File: src/design/adc_ctrl_pkg.sv
package adc_ctrl_pkg;

  // Register byte addresses on the APB window
  localparam logic [7:0] OFS_STATUS_CONTROL_ONE = 8'h00;
  localparam logic [7:0] OFS_STATUS_CONTROL_TWO = 8'h04;
  localparam logic [7:0] OFS_RESULT_HIGH = 8'h08;
  localparam logic [7:0] OFS_RESULT_LOW = 8'h0C;
  localparam logic [7:0] OFS_COMPARE_HIGH = 8'h10;
  localparam logic [7:0] OFS_COMPARE_LOW = 8'h14;
  localparam logic [7:0] OFS_CONFIG = 8'h18;

  // Field positions, status and control one
  localparam int SC1_FLAG_BIT = 7;
  localparam int SC1_IRQ_EN_BIT = 6;
  localparam int SC1_CONT_BIT = 5;
  // Field positions, status and control two
  localparam int SC2_ACTIVE_BIT = 7;
  localparam int SC2_CMP_EN_BIT = 5;
  localparam int SC2_CMP_GT_BIT = 4;
  // Field positions, configuration
  localparam int CFG_LOW_POWER_BIT = 7;
  localparam int CFG_DIV_LSB = 5;
  localparam int CFG_LONG_SAMPLE_BIT = 4;
  localparam int CFG_MODE_LSB = 2;
  localparam int CFG_CLK_LSB = 0;

  // Reset values
  localparam logic [7:0] SC1_RESET = 8'h1F;
  localparam logic [7:0] SC2_RESET = 8'h00;
  localparam logic [7:0] CFG_RESET = 8'h00;
  localparam logic [7:0] CV_RESET = 8'h00;
  localparam logic [11:0] RESULT_RESET = 12'h000;

  // Channel codes
  localparam logic [4:0] CHAN_OFF = 5'h1F;
  localparam logic [4:0] CHAN_RSV = 5'h1C;

  // Rounding and saturation limits
  localparam logic [12:0] ROUND10_ADD = 13'h0002;
  localparam logic [9:0] ROUND8_ADD = 10'h001;
  localparam logic [11:0] MAX10 = 12'h3FF;
  localparam logic [11:0] MAX8 = 12'h0FF;

  typedef enum logic [1:0] {
    MODE_8 = 2'b00,
    MODE_12 = 2'b01,
    MODE_10 = 2'b10,
    MODE_RSV = 2'b11
  } res_mode_t;

  typedef enum logic [1:0] {
    CLK_BUS = 2'b00,
    CLK_BUS_HALF = 2'b01,
    CLK_ALT = 2'b10,
    CLK_ASYNC = 2'b11
  } clk_src_t;

  typedef enum logic {
    ST_IDLE,
    ST_BUSY
  } conv_state_t;

  // Controls toward the analog converter
  typedef struct packed {
    logic start;
    logic abort;
    logic enable;
    logic active;
    logic low_power;
    logic long_sample;
    logic conv_clk_en;
    res_mode_t mode;
  } conv_ctrl_t;

  // Raw answer from the analog converter
  typedef struct packed {
    logic valid;
    logic [11:0] raw;
  } conv_data_t;

  typedef struct packed {
    logic [7:0] sc1;
    logic [7:0] sc2;
    logic [7:0] cvh;
    logic [7:0] cvl;
    logic [7:0] cfg;
    logic [11:0] result;
    logic lock;
    conv_state_t fsm;
    logic half_tog;
    logic [2:0] div_cnt;
    logic [2:0] alt_sync;
    logic [2:0] ack_sync;
    logic alt_level;
    logic ack_level;
    logic start_pulse;
    logic abort_pulse;
    logic clk_tick;
    logic [31:0] rdata;
  } state_t;

endpackage

File: src/design/adc_result_compare_config.sv
// What this block does
// - Result high holds top four bits at 12-bit, top two at 10-bit.
// - Unused upper result bits read zero at 10-bit and 8-bit.
// - Results load on completion unless compare enabled and false.
// - Reading result high at 12/10-bit locks results until result low read.
// - Completions while locked are discarded.
// - At 8-bit, reading result high creates no lock.
// - Resolution change makes results invalid until next conversion.
// - Result low holds low eight bits, or all of an 8-bit result.
// - Compare high gives upper compare bits; ignored at 8-bit.
// - Compare low eight bits compared to low result bits in all modes.
// - Config bit 7 selects high speed or low power.
// - Config bit 4 selects short or long sample time.
// - Config bits 3:2 select 8, 12 or 10 bit; 11 reserved.
// - Config bits 6:5 divide input clock by 1, 2, 4 or 8.
// - Config bits 1:0 pick bus, half bus, alternate or async clock.
// - Reset selects the undivided bus clock.
// - Converter disabled in reset and when channel is all ones.
// - Between conversions the converter idles at lowest power.
// - Raw 12-bit or 9-bit result rounded to 10 or 8 bits.
// - Completion sets the flag; interrupt raised if enabled.
// - Compare enable turns on automatic compare in every mode.
// - Async clock keeps running in wait and stop3 when selected.
// - Flag clears on status one write or result low read.
// - Greater select: true if result >= value, else if result < value.
// - Config or compare writes abort a conversion; results untouched unless the resolution changes.
// - Channel all ones disables; 11100 is reserved.
//
// Local design decisions: the register addresses and register access over APB.
`timescale 1ns/100ps

module adc_result_compare_config (
  input wire logic pclk, // APB clock, 25 MHz
  input wire logic presetn, // Async reset, active low
  input wire logic psel, // APB select
  input wire logic penable, // APB access phase
  input wire logic pwrite, // APB direction, 1 = write
  input wire logic [7:0] paddr, // APB byte address
  input wire logic [31:0] pwdata, // APB write data
  output logic [31:0] prdata, // APB read data
  output logic pready, // APB ready
  output logic pslverr, // APB error on unmapped address
  input wire logic alternate_clock_in, // Alternate clock, asynchronous
  input wire logic async_conv_clock, // Internal async clock, asynchronous
  input wire logic low_power_mode, // Device is in wait or stop3
  input wire adc_ctrl_pkg::conv_data_t conv_data, // Raw result from core
  output adc_ctrl_pkg::conv_ctrl_t conv_ctrl, // Controls to core
  output logic async_clock_run, // Keep async clock generator on
  output logic conv_irq // Completion interrupt
);
  import adc_ctrl_pkg::*;

  state_t s;
  state_t next_s;

  logic acc;
  logic wr;
  logic rd;
  logic mapped;
  res_mode_t mode;
  clk_src_t clk_sel;
  logic [1:0] div_sel;
  logic [2:0] div_max;
  logic src_tick;
  logic alt_rise;
  logic ack_rise;
  logic abort_req;
  logic start_req;
  logic busy;
  logic cont;
  logic cmp_en;
  logic cmp_gt;
  logic [12:0] sum10;
  logic [9:0] sum8;
  logic [11:0] rounded;
  logic [11:0] cmp_val;
  logic cmp_true;
  logic blocked;
  logic [31:0] rmux;
  logic irq_en;
  logic [4:0] chan;
  logic low_pwr;
  logic long_smp;
  logic rd_high;
  logic rd_low;
  logic mode_chg;
  logic stays_busy;

  always_comb begin
    next_s = s;
    // Defaults keep every temporary driven even when a select is unknown
    mapped = 1'b0;
    rmux = 32'h00000000;
    src_tick = 1'b0;
    rounded = 12'h000;
    cmp_val = 12'h000;
    stays_busy = 1'b0;
    acc = psel & penable;
    wr = acc & pwrite;
    rd = acc & ~pwrite;
    mode = res_mode_t'(s.cfg[CFG_MODE_LSB +: 2]);
    if (mode == MODE_RSV) begin
      mode = MODE_8;
    end
    clk_sel = clk_src_t'(s.cfg[CFG_CLK_LSB +: 2]);
    div_sel = s.cfg[CFG_DIV_LSB +: 2];
    busy = (s.fsm == ST_BUSY);
    cont = s.sc1[SC1_CONT_BIT];
    cmp_en = s.sc2[SC2_CMP_EN_BIT];
    cmp_gt = s.sc2[SC2_CMP_GT_BIT];
    irq_en = s.sc1[SC1_IRQ_EN_BIT];
    chan = s.sc1[4:0];
    low_pwr = s.cfg[CFG_LOW_POWER_BIT];
    long_smp = s.cfg[CFG_LONG_SAMPLE_BIT];
    rd_high = rd & (paddr == OFS_RESULT_HIGH);
    rd_low = rd & (paddr == OFS_RESULT_LOW);
    mode_chg = wr & (paddr == OFS_CONFIG) &
               (pwdata[CFG_MODE_LSB +: 2] != s.cfg[CFG_MODE_LSB +: 2]);

    // Address decode and registered read data
    unique case (paddr)
      OFS_STATUS_CONTROL_ONE: begin
        mapped = 1'b1;
        rmux = {24'h000000, s.sc1};
      end
      OFS_STATUS_CONTROL_TWO: begin
        mapped = 1'b1;
        rmux = {24'h000000, busy, s.sc2[6:0]};
      end
      OFS_RESULT_HIGH: begin
        mapped = 1'b1;
        rmux = {28'h0000000, s.result[11:8]};
      end
      OFS_RESULT_LOW: begin
        mapped = 1'b1;
        rmux = {24'h000000, s.result[7:0]};
      end
      OFS_COMPARE_HIGH: begin
        mapped = 1'b1;
        rmux = {24'h000000, s.cvh};
      end
      OFS_COMPARE_LOW: begin
        mapped = 1'b1;
        rmux = {24'h000000, s.cvl};
      end
      OFS_CONFIG: begin
        mapped = 1'b1;
        rmux = {24'h000000, s.cfg};
      end
      default: begin
        mapped = 1'b0;
        rmux = 32'h00000000;
      end
    endcase
    // Captured in the setup cycle so prdata is a flop in the access phase
    if (psel & ~penable & ~pwrite) begin
      next_s.rdata = rmux;
    end

    // Pin clocks: three stages, a change counts once stages two and three agree
    next_s.alt_sync = {s.alt_sync[1:0], alternate_clock_in};
    next_s.ack_sync = {s.ack_sync[1:0], async_conv_clock};
    alt_rise = 1'b0;
    ack_rise = 1'b0;
    // Tracking the agreed level counts each rising pin edge exactly once
    if (s.alt_sync[1] == s.alt_sync[2]) begin
      next_s.alt_level = s.alt_sync[2];
      alt_rise = s.alt_sync[2] & ~s.alt_level;
    end
    if (s.ack_sync[1] == s.ack_sync[2]) begin
      next_s.ack_level = s.ack_sync[2];
      ack_rise = s.ack_sync[2] & ~s.ack_level;
    end

    // Input clock selection
    next_s.half_tog = ~s.half_tog;
    unique case (clk_sel)
      CLK_BUS: begin
        src_tick = 1'b1;
      end
      CLK_BUS_HALF: begin
        // Every second bus cycle
        src_tick = s.half_tog;
      end
      CLK_ALT: begin
        src_tick = alt_rise;
      end
      CLK_ASYNC: begin
        // Async source keeps ticking in wait and stop3
        src_tick = ack_rise;
      end
    endcase

    // Conversion clock divider, cleared and held at zero while idle to save power
    div_max = 3'((4'h1 << div_sel) - 4'h1);
    next_s.clk_tick = 1'b0;
    if (!busy) begin
      next_s.div_cnt = 3'h0;
    end else if (src_tick) begin
      if (s.div_cnt >= div_max) begin
        next_s.div_cnt = 3'h0;
        next_s.clk_tick = 1'b1;
      end else begin
        next_s.div_cnt = s.div_cnt + 3'h1;
      end
    end

    // Rounding of the raw answer
    sum10 = {1'b0, conv_data.raw} + ROUND10_ADD;
    sum8 = {1'b0, conv_data.raw[8:0]} + ROUND8_ADD;
    unique case (mode)
      MODE_12: begin
        rounded = conv_data.raw;
      end
      MODE_10: begin
        // Half an output step added, then saturated at full scale
        rounded = sum10[12] ? MAX10 : {2'b00, sum10[11:2]};
      end
      default: begin
        rounded = sum8[9] ? MAX8 : {4'h0, sum8[8:1]};
      end
    endcase

    // Compare value assembly
    unique case (mode)
      MODE_12: begin
        cmp_val = {s.cvh[3:0], s.cvl};
      end
      MODE_10: begin
        cmp_val = {2'b00, s.cvh[1:0], s.cvl};
      end
      default: begin
        // High compare byte plays no part at eight bits
        cmp_val = {4'h0, s.cvl};
      end
    endcase
    cmp_true = cmp_gt ? (rounded >= cmp_val) : (rounded < cmp_val);
    blocked = s.lock & (mode != MODE_8);

    // Register writes
    start_req = 1'b0;
    abort_req = 1'b0;
    next_s.start_pulse = 1'b0;
    next_s.abort_pulse = 1'b0;
    if (wr) begin
      unique case (paddr)
        OFS_STATUS_CONTROL_ONE: begin
          next_s.sc1 = {1'b0, pwdata[6:0]};
          abort_req = 1'b1;
          start_req = (pwdata[4:0] != CHAN_OFF) &
                      (pwdata[4:0] != CHAN_RSV);
        end
        OFS_STATUS_CONTROL_TWO: begin
          // Bits 3:0 are not implemented and read as zero
          next_s.sc2 = {1'b0, pwdata[6:4], 4'h0};
          abort_req = 1'b1;
        end
        OFS_COMPARE_HIGH: begin
          next_s.cvh = pwdata[7:0];
          abort_req = 1'b1;
        end
        OFS_COMPARE_LOW: begin
          next_s.cvl = pwdata[7:0];
          abort_req = 1'b1;
        end
        OFS_CONFIG: begin
          next_s.cfg = pwdata[7:0];
          abort_req = 1'b1;
          if (mode_chg) begin
            // Old data no longer matches the new layout
            next_s.result = RESULT_RESET;
            next_s.lock = 1'b0;
          end
        end
        default: begin
        end
      endcase
    end

    // Read side effects
    // High then low is read as a pair; the lock keeps the pair coherent
    if (rd_high && mode != MODE_8) begin
      next_s.lock = 1'b1;
    end
    if (rd_low) begin
      next_s.lock = 1'b0;
      next_s.sc1[SC1_FLAG_BIT] = 1'b0;
    end

    // Conversion sequencing
    if (abort_req) begin
      // Abort leaves results alone; only a resolution change above clears them
      next_s.fsm = ST_IDLE;
      next_s.abort_pulse = busy;
      if (start_req) begin
        next_s.fsm = ST_BUSY;
        next_s.start_pulse = 1'b1;
      end
    end else if (busy && conv_data.valid) begin
      if (blocked) begin
        // Result lost; a compare miss ends the run only outside continuous mode
        if (!cmp_en || cmp_true || cont) begin
          next_s.start_pulse = 1'b1;
        end else begin
          next_s.fsm = ST_IDLE;
        end
      end else begin
        if (!cmp_en || cmp_true) begin
          next_s.result = rounded;
          next_s.sc1[SC1_FLAG_BIT] = 1'b1;
        end
        // Continuous mode chains the next conversion at once
        if (cont) begin
          next_s.start_pulse = 1'b1;
        end else begin
          next_s.fsm = ST_IDLE;
        end
      end
    end

    // No divided tick may outlive the conversion it belongs to
    stays_busy = (next_s.fsm == ST_BUSY);
    if (!stays_busy) begin
      next_s.clk_tick = 1'b0;
    end
  end

  always_ff @(posedge pclk or negedge presetn) begin
    if (!presetn) begin
      s.sc1 <= SC1_RESET;
      s.sc2 <= SC2_RESET;
      s.cvh <= CV_RESET;
      s.cvl <= CV_RESET;
      s.cfg <= CFG_RESET;
      s.result <= RESULT_RESET;
      s.lock <= 1'b0;
      s.fsm <= ST_IDLE;
      s.half_tog <= 1'b0;
      s.div_cnt <= 3'h0;
      s.alt_sync <= 3'h0;
      s.ack_sync <= 3'h0;
      s.alt_level <= 1'b0;
      s.ack_level <= 1'b0;
      s.start_pulse <= 1'b0;
      s.abort_pulse <= 1'b0;
      s.clk_tick <= 1'b0;
      s.rdata <= 32'h00000000;
    end else begin
      s <= next_s;
    end
  end

  assign prdata = s.rdata;
  assign pready = 1'b1;
  assign pslverr = acc & ~mapped;

  always_comb begin
    conv_ctrl.start = s.start_pulse;
    conv_ctrl.abort = s.abort_pulse;
    conv_ctrl.enable = (chan != CHAN_OFF);
    conv_ctrl.active = busy;
    conv_ctrl.low_power = low_pwr;
    conv_ctrl.long_sample = long_smp;
    conv_ctrl.conv_clk_en = s.clk_tick;
    conv_ctrl.mode = mode;
  end

  // The generator stays on in wait and stop3 so conversions can run there
  assign async_clock_run = (clk_sel == CLK_ASYNC) & conv_ctrl.enable &
                           (busy | low_power_mode);
  assign conv_irq = s.sc1[SC1_FLAG_BIT] & irq_en;

endmodule // adc_result_compare_config

File: config.mk
export PLATFORM = sky130hd
export DESIGN_NAME = adc_result_compare_config
export DESIGN_NICKNAME = d
export VERILOG_FILES = /design/src/design/adc_ctrl_pkg.sv /design/src/design/adc_result_compare_config.sv
export SDC_FILE = /design/constraint.sdc
export NUM_CORES = 1
export LEC_CHECK = 0
export ABC_AREA = 1
export BUFFER_PORTS_ARGS = -buffer_cell sky130_fd_sc_hd__buf_2
export CAP_MARGIN = 5
export CORE_ASPECT_RATIO = 0.9
export CORE_MARGIN = 10
export CORE_UTILIZATION = 30
export CTS_BUF_LIST = sky130_fd_sc_hd__clkbuf_8 sky130_fd_sc_hd__clkbuf_16
export CTS_CLUSTER_SIZE = 16
export DETAILED_ROUTE_END_ITERATION = 10
export GPL_ROUTABILITY_DRIVEN = 0
export PLACE_DENSITY = 0.55
export SYNTH_ARGS = -nofsm -noshare
export SYNTH_HDL_FRONTEND = slang
export SYNTH_SLANG_ARGS = --single-unit
File: constraint.sdc
create_clock -name pclk -period 3.8 [get_ports pclk]
set_clock_uncertainty 0.2 [all_clocks]
set_input_delay 0.57 -clock pclk [delete_from_list [all_inputs] [get_ports pclk]]
set_output_delay 0.57 -clock pclk [all_outputs]
set_load 0.01 [all_outputs]
# Word-level counts from Yosys, hierarchy flattened
# Cells that the tools add are included.
dict set report word_totals {
  out_inout_bits 45
  latchBits 0
  inputBits 61
  word_cells 141
  ramBits 0
  mem_bits_ro 0
  regBits 96
  mem_count 0
}
dict set report classes {
  addsub 4
  order_cmp 3
  bitwise 24
  shift 1
  mul 0
  reduce_logical 19
  eq_ne 19
  mux 52
  div 0
}
# operator count
set op_table {}
lappend op_table {{$pmux W8 S7} 1}
lappend op_table {{$mux W53} 1}
lappend op_table {{$mux W12} 4}
lappend op_table {{$pmux W12 S2} 2}
lappend op_table {{$mux W8} 4}
lappend op_table {{$mux W1} 31}
lappend op_table {{$eq A8 B5 Y1 const B} 3}
lappend op_table {{$mux W21} 1}
lappend op_table {{$and A1 B1 Y1} 17}
lappend op_table {{$eq A8 B4 Y1 const B} 2}
lappend op_table {{$ne A5 B5 Y1 const B} 3}
lappend op_table {{$add A12 B2 Y13 const B} 1}
lappend op_table {{$mux W13} 1}
lappend op_table {{$ge A12 B12 Y1} 1}
lappend op_table {{$lt A12 B12 Y1} 1}
lappend op_table {{$add A9 B1 Y10 const B} 1}
lappend op_table {{$mux W10} 1}
lappend op_table {{$reduce_and A2 Y1} 5}
lappend op_table {{$mux W3} 3}
lappend op_table {{$reduce_bool A3 Y1} 3}
lappend op_table {{$eq A2 B2 Y1 const B} 4}
lappend op_table {{$eq A8 B3 Y1 const B} 1}
lappend op_table {{$logic_not A8 Y1} 1}
lappend op_table {{$mux W7} 1}
lappend op_table {{other kinds (20)} 29}

# Logic depth before layout (Yosys ltp)
dict set report depth {
  word_depth 13
  depth_mapped 22
  ltp_nobuf 22
}

# Worst setup path before layout
# No wires, ideal clock.
dict set report synth_timing {
  path_kind {input-to-reg}
  from {input port conv_data[1] (netlist name)}
  to {register s[54] (netlist name)}
  path_buffers 1
  t_arrival_ns 2.812
  required_ns 3.480
  setup_ns 0.120
  cell_stages 18
  setup_slack_ns 0.669
  cell_sequence {ha_1 nand2_2 nor3b_4 nand3_2 nand3b_1 nand3_1 a21oi_2 ha_1 nand2_1 nor2_1 nand2_1 o21ai_0 nand3_1 nand3_2 nand2_8 buf_6 nand2_1 nand2_1}
}
# element line_no
set synth_lines {}
lappend synth_lines {{start: declaration} adc_result_compare_config.sv:46} ;# input wire adc_ctrl_pkg::conv_data_t conv_data,
lappend synth_lines {{end signal: assignment} adc_result_compare_config.sv:349} ;# s <= next_s;
lappend synth_lines {{end: declaration} adc_result_compare_config.sv:53} ;# state_t s;

==> impl_summary.log <==
[metrics] most used cell, CP: sky130_fd_sc_hd__nand2_1
[metrics] Top FF cell, synth: sky130_fd_sc_hd__dfrtp_1
[metrics] met1 routed wirelength after detailed routing: 6310 um
[metrics] critical path, cell by cell: buf_2 > ha_1 > nand2_2 > nor3b_4 > nand3_2 > o21ai_4 > nor2_1 > a21oi_2 > ha_1 > nand2_1 > nor2_1 > nand2_1 > inv_1 > nand2_1 > nand3_1 > nand2_1 > nand3_2 > nand2_1 > nand3_1 > nand2_1 > a21oi_1
[metrics] kind of path behind the tightest hold check: input port to flip-flop
[metrics] share of the synthesized netlist area taken by xor and xnor gates: 0.0221
[metrics] area enclosed by the die boundary: approximately 21000 um^2
[metrics] arrival time worst endpoint: 3.44 ns
[metrics] number of diodes added for antenna fixing: 0
[metrics] portion of netlist area occupied by mux cells: 0
[metrics] number of slew-limit violations in the final report: 0
[metrics] violation count after the first detailed-routing iteration: 321
[metrics] endpoint class of the critical path: flip-flop
[metrics] main combinational cell family by area after synthesis: simple AND/OR/NAND/NOR gates
[metrics] detailed-routed wire length on met2: 5490 um
[metrics] DPL Wire Length: 10100 um
[metrics] cell with the most instances after synthesis: sky130_fd_sc_hd__nand2_1
[metrics] number of vias per cell after detailed routing: between 4 and 5
[metrics] maximum fanout encountered on the critical timing path: 10
[metrics] Relative slew margins: 0.397
[metrics] area overhead of the layout relative to synthesis: 13.2%
[metrics] number of global-route vias before repair: between 3000 and 4000
[metrics] sum of negative setup slack: 0 ns
[metrics] final instance area: 5370 um^2
[metrics] netlist area before placement: 4750 um^2
[metrics] Worst Setup Start Kind: input port
[metrics] area share of the largest cell type after synthesis: 0.353
[metrics] wire length of the first global-routing pass: 20800 um
[metrics] IO buf count: 56
[metrics] Yosys warning count: 0
[metrics] wire length on met3: between 800 and 900 um
[metrics] number of nets in the finished design: 736
[metrics] Root Buffer Master: sky130_fd_sc_hd__clkbuf_16
[metrics] grt total ovfl: 0
[metrics] Final Routed Wirelength: ~13000 um
[metrics] flop and latch count out of synthesis: 72
[metrics] clock buffer count from CTS: 9
[metrics] run status: completed
[metrics] die width: 153 um
[metrics] count of boundary I/O pins: 106
[metrics] std cell rows: 43
[metrics] distinct cell type count of the synthesized netlist: 50
[metrics] Setup-failing EPs final: 0
[metrics] initial core utilization: 0.307
[metrics] placeable core area: 15400 um^2
[metrics] Vert. Die Dim: 139 um
[metrics] mean post-synth cell area: just under 8 um^2
[metrics] Crit-path slowest cell: sky130_fd_sc_hd__ha_1
[metrics] post-placement cell area: 5070 um^2
[metrics] global router's overall resource usage: 0.120
[metrics] WP data required: around 3.8 ns
[metrics] ranking of synthesized cells by area: sky130_fd_sc_hd__dfrtp_1, sky130_fd_sc_hd__nand2_1, sky130_fd_sc_hd__inv_1
[metrics] Commonest cells post-synth: sky130_fd_sc_hd__nand2_1, sky130_fd_sc_hd__inv_1, sky130_fd_sc_hd__dfrtp_1
[metrics] total setup buffers inserted after CTS: 0
[metrics] post-synthesis compound-gate area fraction: 0.145
[metrics] reported leakage power: 2.65 nW
[metrics] register area share after synthesis: 0.381
[metrics] peak supply drop: ~0.23 mV
[metrics] largest stage delay on the critical path: 0.30 ns
[metrics] remaining antenna violation count: 0
[metrics] post-synthesis share of cell area spent on and, or, nand and nor gates: 0.251
[metrics] clock period minus worst slack: 3.42 ns
[metrics] post-DR wirelength/cell: 14.9 um
[metrics] Highest Signal Layer: met4
[metrics] RSZ-0062 raised after global routing: no
[metrics] number of cells produced by synthesis: 607
[metrics] Worst-Margin Slew: roughly 0.90 ns
[metrics] Util after Layout: 0.348
[metrics] largest net degree at the start of global routing: 41
[metrics] maximum number of buffers from clock root to sink: 2
[metrics] ys async rst share: 1.00
[metrics] number of iterations in the first detailed-routing pass: 5
[metrics] adder-cell share of the synthesized area: 0.0596
[metrics] total clock sinks: 72
[metrics] Tcrit/Tclk final: 0.899
[metrics] initial antenna violation count: 0
[metrics] Hold Buf Count CTS: 0
[metrics] clock-pin slew reported for the worst setup and hold paths after clock tree synthesis: 0.06 ns
[metrics] upper clock frequency limit: 293 MHz
[metrics] Power per Cell Area: 349 nW/um^2
[metrics] number of max-cap violations: 0
[metrics] vias after detailed routing: 4006
[metrics] DRC violations left: 0
[metrics] Clock H-tree levels: 3
[metrics] post-CTS sizing: 0
[metrics] Hold Violations, Final: 0
[metrics] EDFF count, synth: 0
[metrics] share of cells above drive strength 1: 0.184
[metrics] clock latency at the later pin of the worst-skew pair: 0.34 ns
[metrics] cell taking the most area after synthesis: sky130_fd_sc_hd__dfrtp_1
[metrics] type of the worst setup path: input port to flip-flop
[metrics] clock tree from TritonCTS: yes
[power breakdown]
part,switching [mW],internal (mW)
Sequential,0.0145,0.797
Clock,0.327,0.523
Combinational,0.140,0.0712
Total,0.481,1.39
[logic make-up (layout without fill, tap and decap cells)]
group                    after synthesis  count (layout)
buffers and inverters                134             163
other                                  2              25
AND/OR/NAND/NOR                      247             247
AO/OA/AOI/OAI                        117             117
XOR/XNOR                              12              12
adder cells (fa/ha/maj)               23              23
flip-flops                            72              72
[layer usage]
metal	up-vias	track usage
met5	-	0
met4	0	0.0361
met3	15	0.0296
met2	139	0.176
met1	1844	0.168
li1	2008	-
[stage by stage]
step | hold slack [ns] | cells | total power, mW | setup WS (ns)
4_1_cts | 0.124 | 861 | 1.89 | 0.421
2_1_floorplan | 0.0744 | 630 | 0.972 | 0.669
3_5_place_dp | 0.136 | 845 | 1.03 | 0.0847
5_1_grt | 0.121 | 861 | 1.95 | 0.0601
6_report | 0.132 | 861 | 1.87 | 0.383
3_3_place_gp | 0.133 | 845 | 1.03 | 0.102
[registers in the layout, summed over array words and instances (netlist names)]
name	flops
prdata	8
irq_en	1
chan	5
cmp_en	1
clk_sel	2
cont	1
busy	1
next_s	4
div_sel	2
conv_ctrl	5
s	41
cmp_gt	1
[worst paths after layout]
kind	start	slack (ns)	endpoint	depth (start not counted)
worst min-delay path	alternate_clock_in	0.13	next_s[41]	1
max in group asynchronous	presetn	2.42	s[51]	2
worst max register to register	s[64]	0.54	conv_ctrl[2]	17
worst min register to register	next_s[38]	0.15	next_s[39]	0
worst max-delay path	conv_data[1]	0.38	conv_ctrl[2]	21
min in group asynchronous	presetn	0.16	next_s[38]	1
[layout make-up]
class / instances / area [um^2]
clock inverter: 6 / 61.3
multi-input combinational: 424 / 2360
timing repair buffer: 63 / 333
clock buffer: 10 / 239
fill: 1667 / 10100
tap: 202 / 253
sequential: 72 / 1810
inverter: 84 / 315
[worst max-delay path: cells and delay by family]
kind                     cells  cell delay, ns
buffers and inverters        2            0.16
AO/OA/AOI/OAI                3            0.56
adder cells (fa/ha/maj)      2            0.50
AND/OR/NAND/NOR             14            1.63
[layout by cell type (no fill, tap or decap), types with 3 or more instances in the layout]
| cell | netlist | layout |
|---|---|---|
| sky130_fd_sc_hd__nand3_1 | 29 | 29 |
| sky130_fd_sc_hd__nand3_2 | 4 | 4 |
| sky130_fd_sc_hd__nor3_1 | 9 | 9 |
| sky130_fd_sc_hd__dfrtp_1 | 67 | 67 |
| sky130_fd_sc_hd__o22ai_1 | 7 | 7 |
| sky130_fd_sc_hd__nor2_1 | 30 | 30 |
| sky130_fd_sc_hd__nor2_4 | 5 | 5 |
| sky130_fd_sc_hd__clkbuf_16 | 0 | 9 |
| sky130_fd_sc_hd__nand2_2 | 3 | 3 |
| sky130_fd_sc_hd__inv_1 | 82 | 83 |
| sky130_fd_sc_hd__nand2_1 | 143 | 143 |
| sky130_fd_sc_hd__xnor2_1 | 3 | 3 |
| sky130_fd_sc_hd__nor2_2 | 3 | 3 |
| sky130_fd_sc_hd__nand3b_1 | 3 | 3 |
| sky130_fd_sc_hd__o21ai_1 | 11 | 11 |
| sky130_fd_sc_hd__nand4_1 | 7 | 7 |
| sky130_fd_sc_hd__buf_4 | 40 | 7 |
| sky130_fd_sc_hd__a21oi_2 | 9 | 9 |
| sky130_fd_sc_hd__ha_1 | 21 | 21 |
| sky130_fd_sc_hd__buf_2 | 1 | 56 |
| sky130_fd_sc_hd__a21oi_1 | 20 | 20 |
| sky130_fd_sc_hd__dfstp_2 | 5 | 5 |
| sky130_fd_sc_hd__xor2_1 | 9 | 9 |
| sky130_fd_sc_hd__o21ai_0 | 57 | 57 |
| sky130_fd_sc_hd__conb_1 | 2 | 25 |
Power figures use the tool's default switching activity.
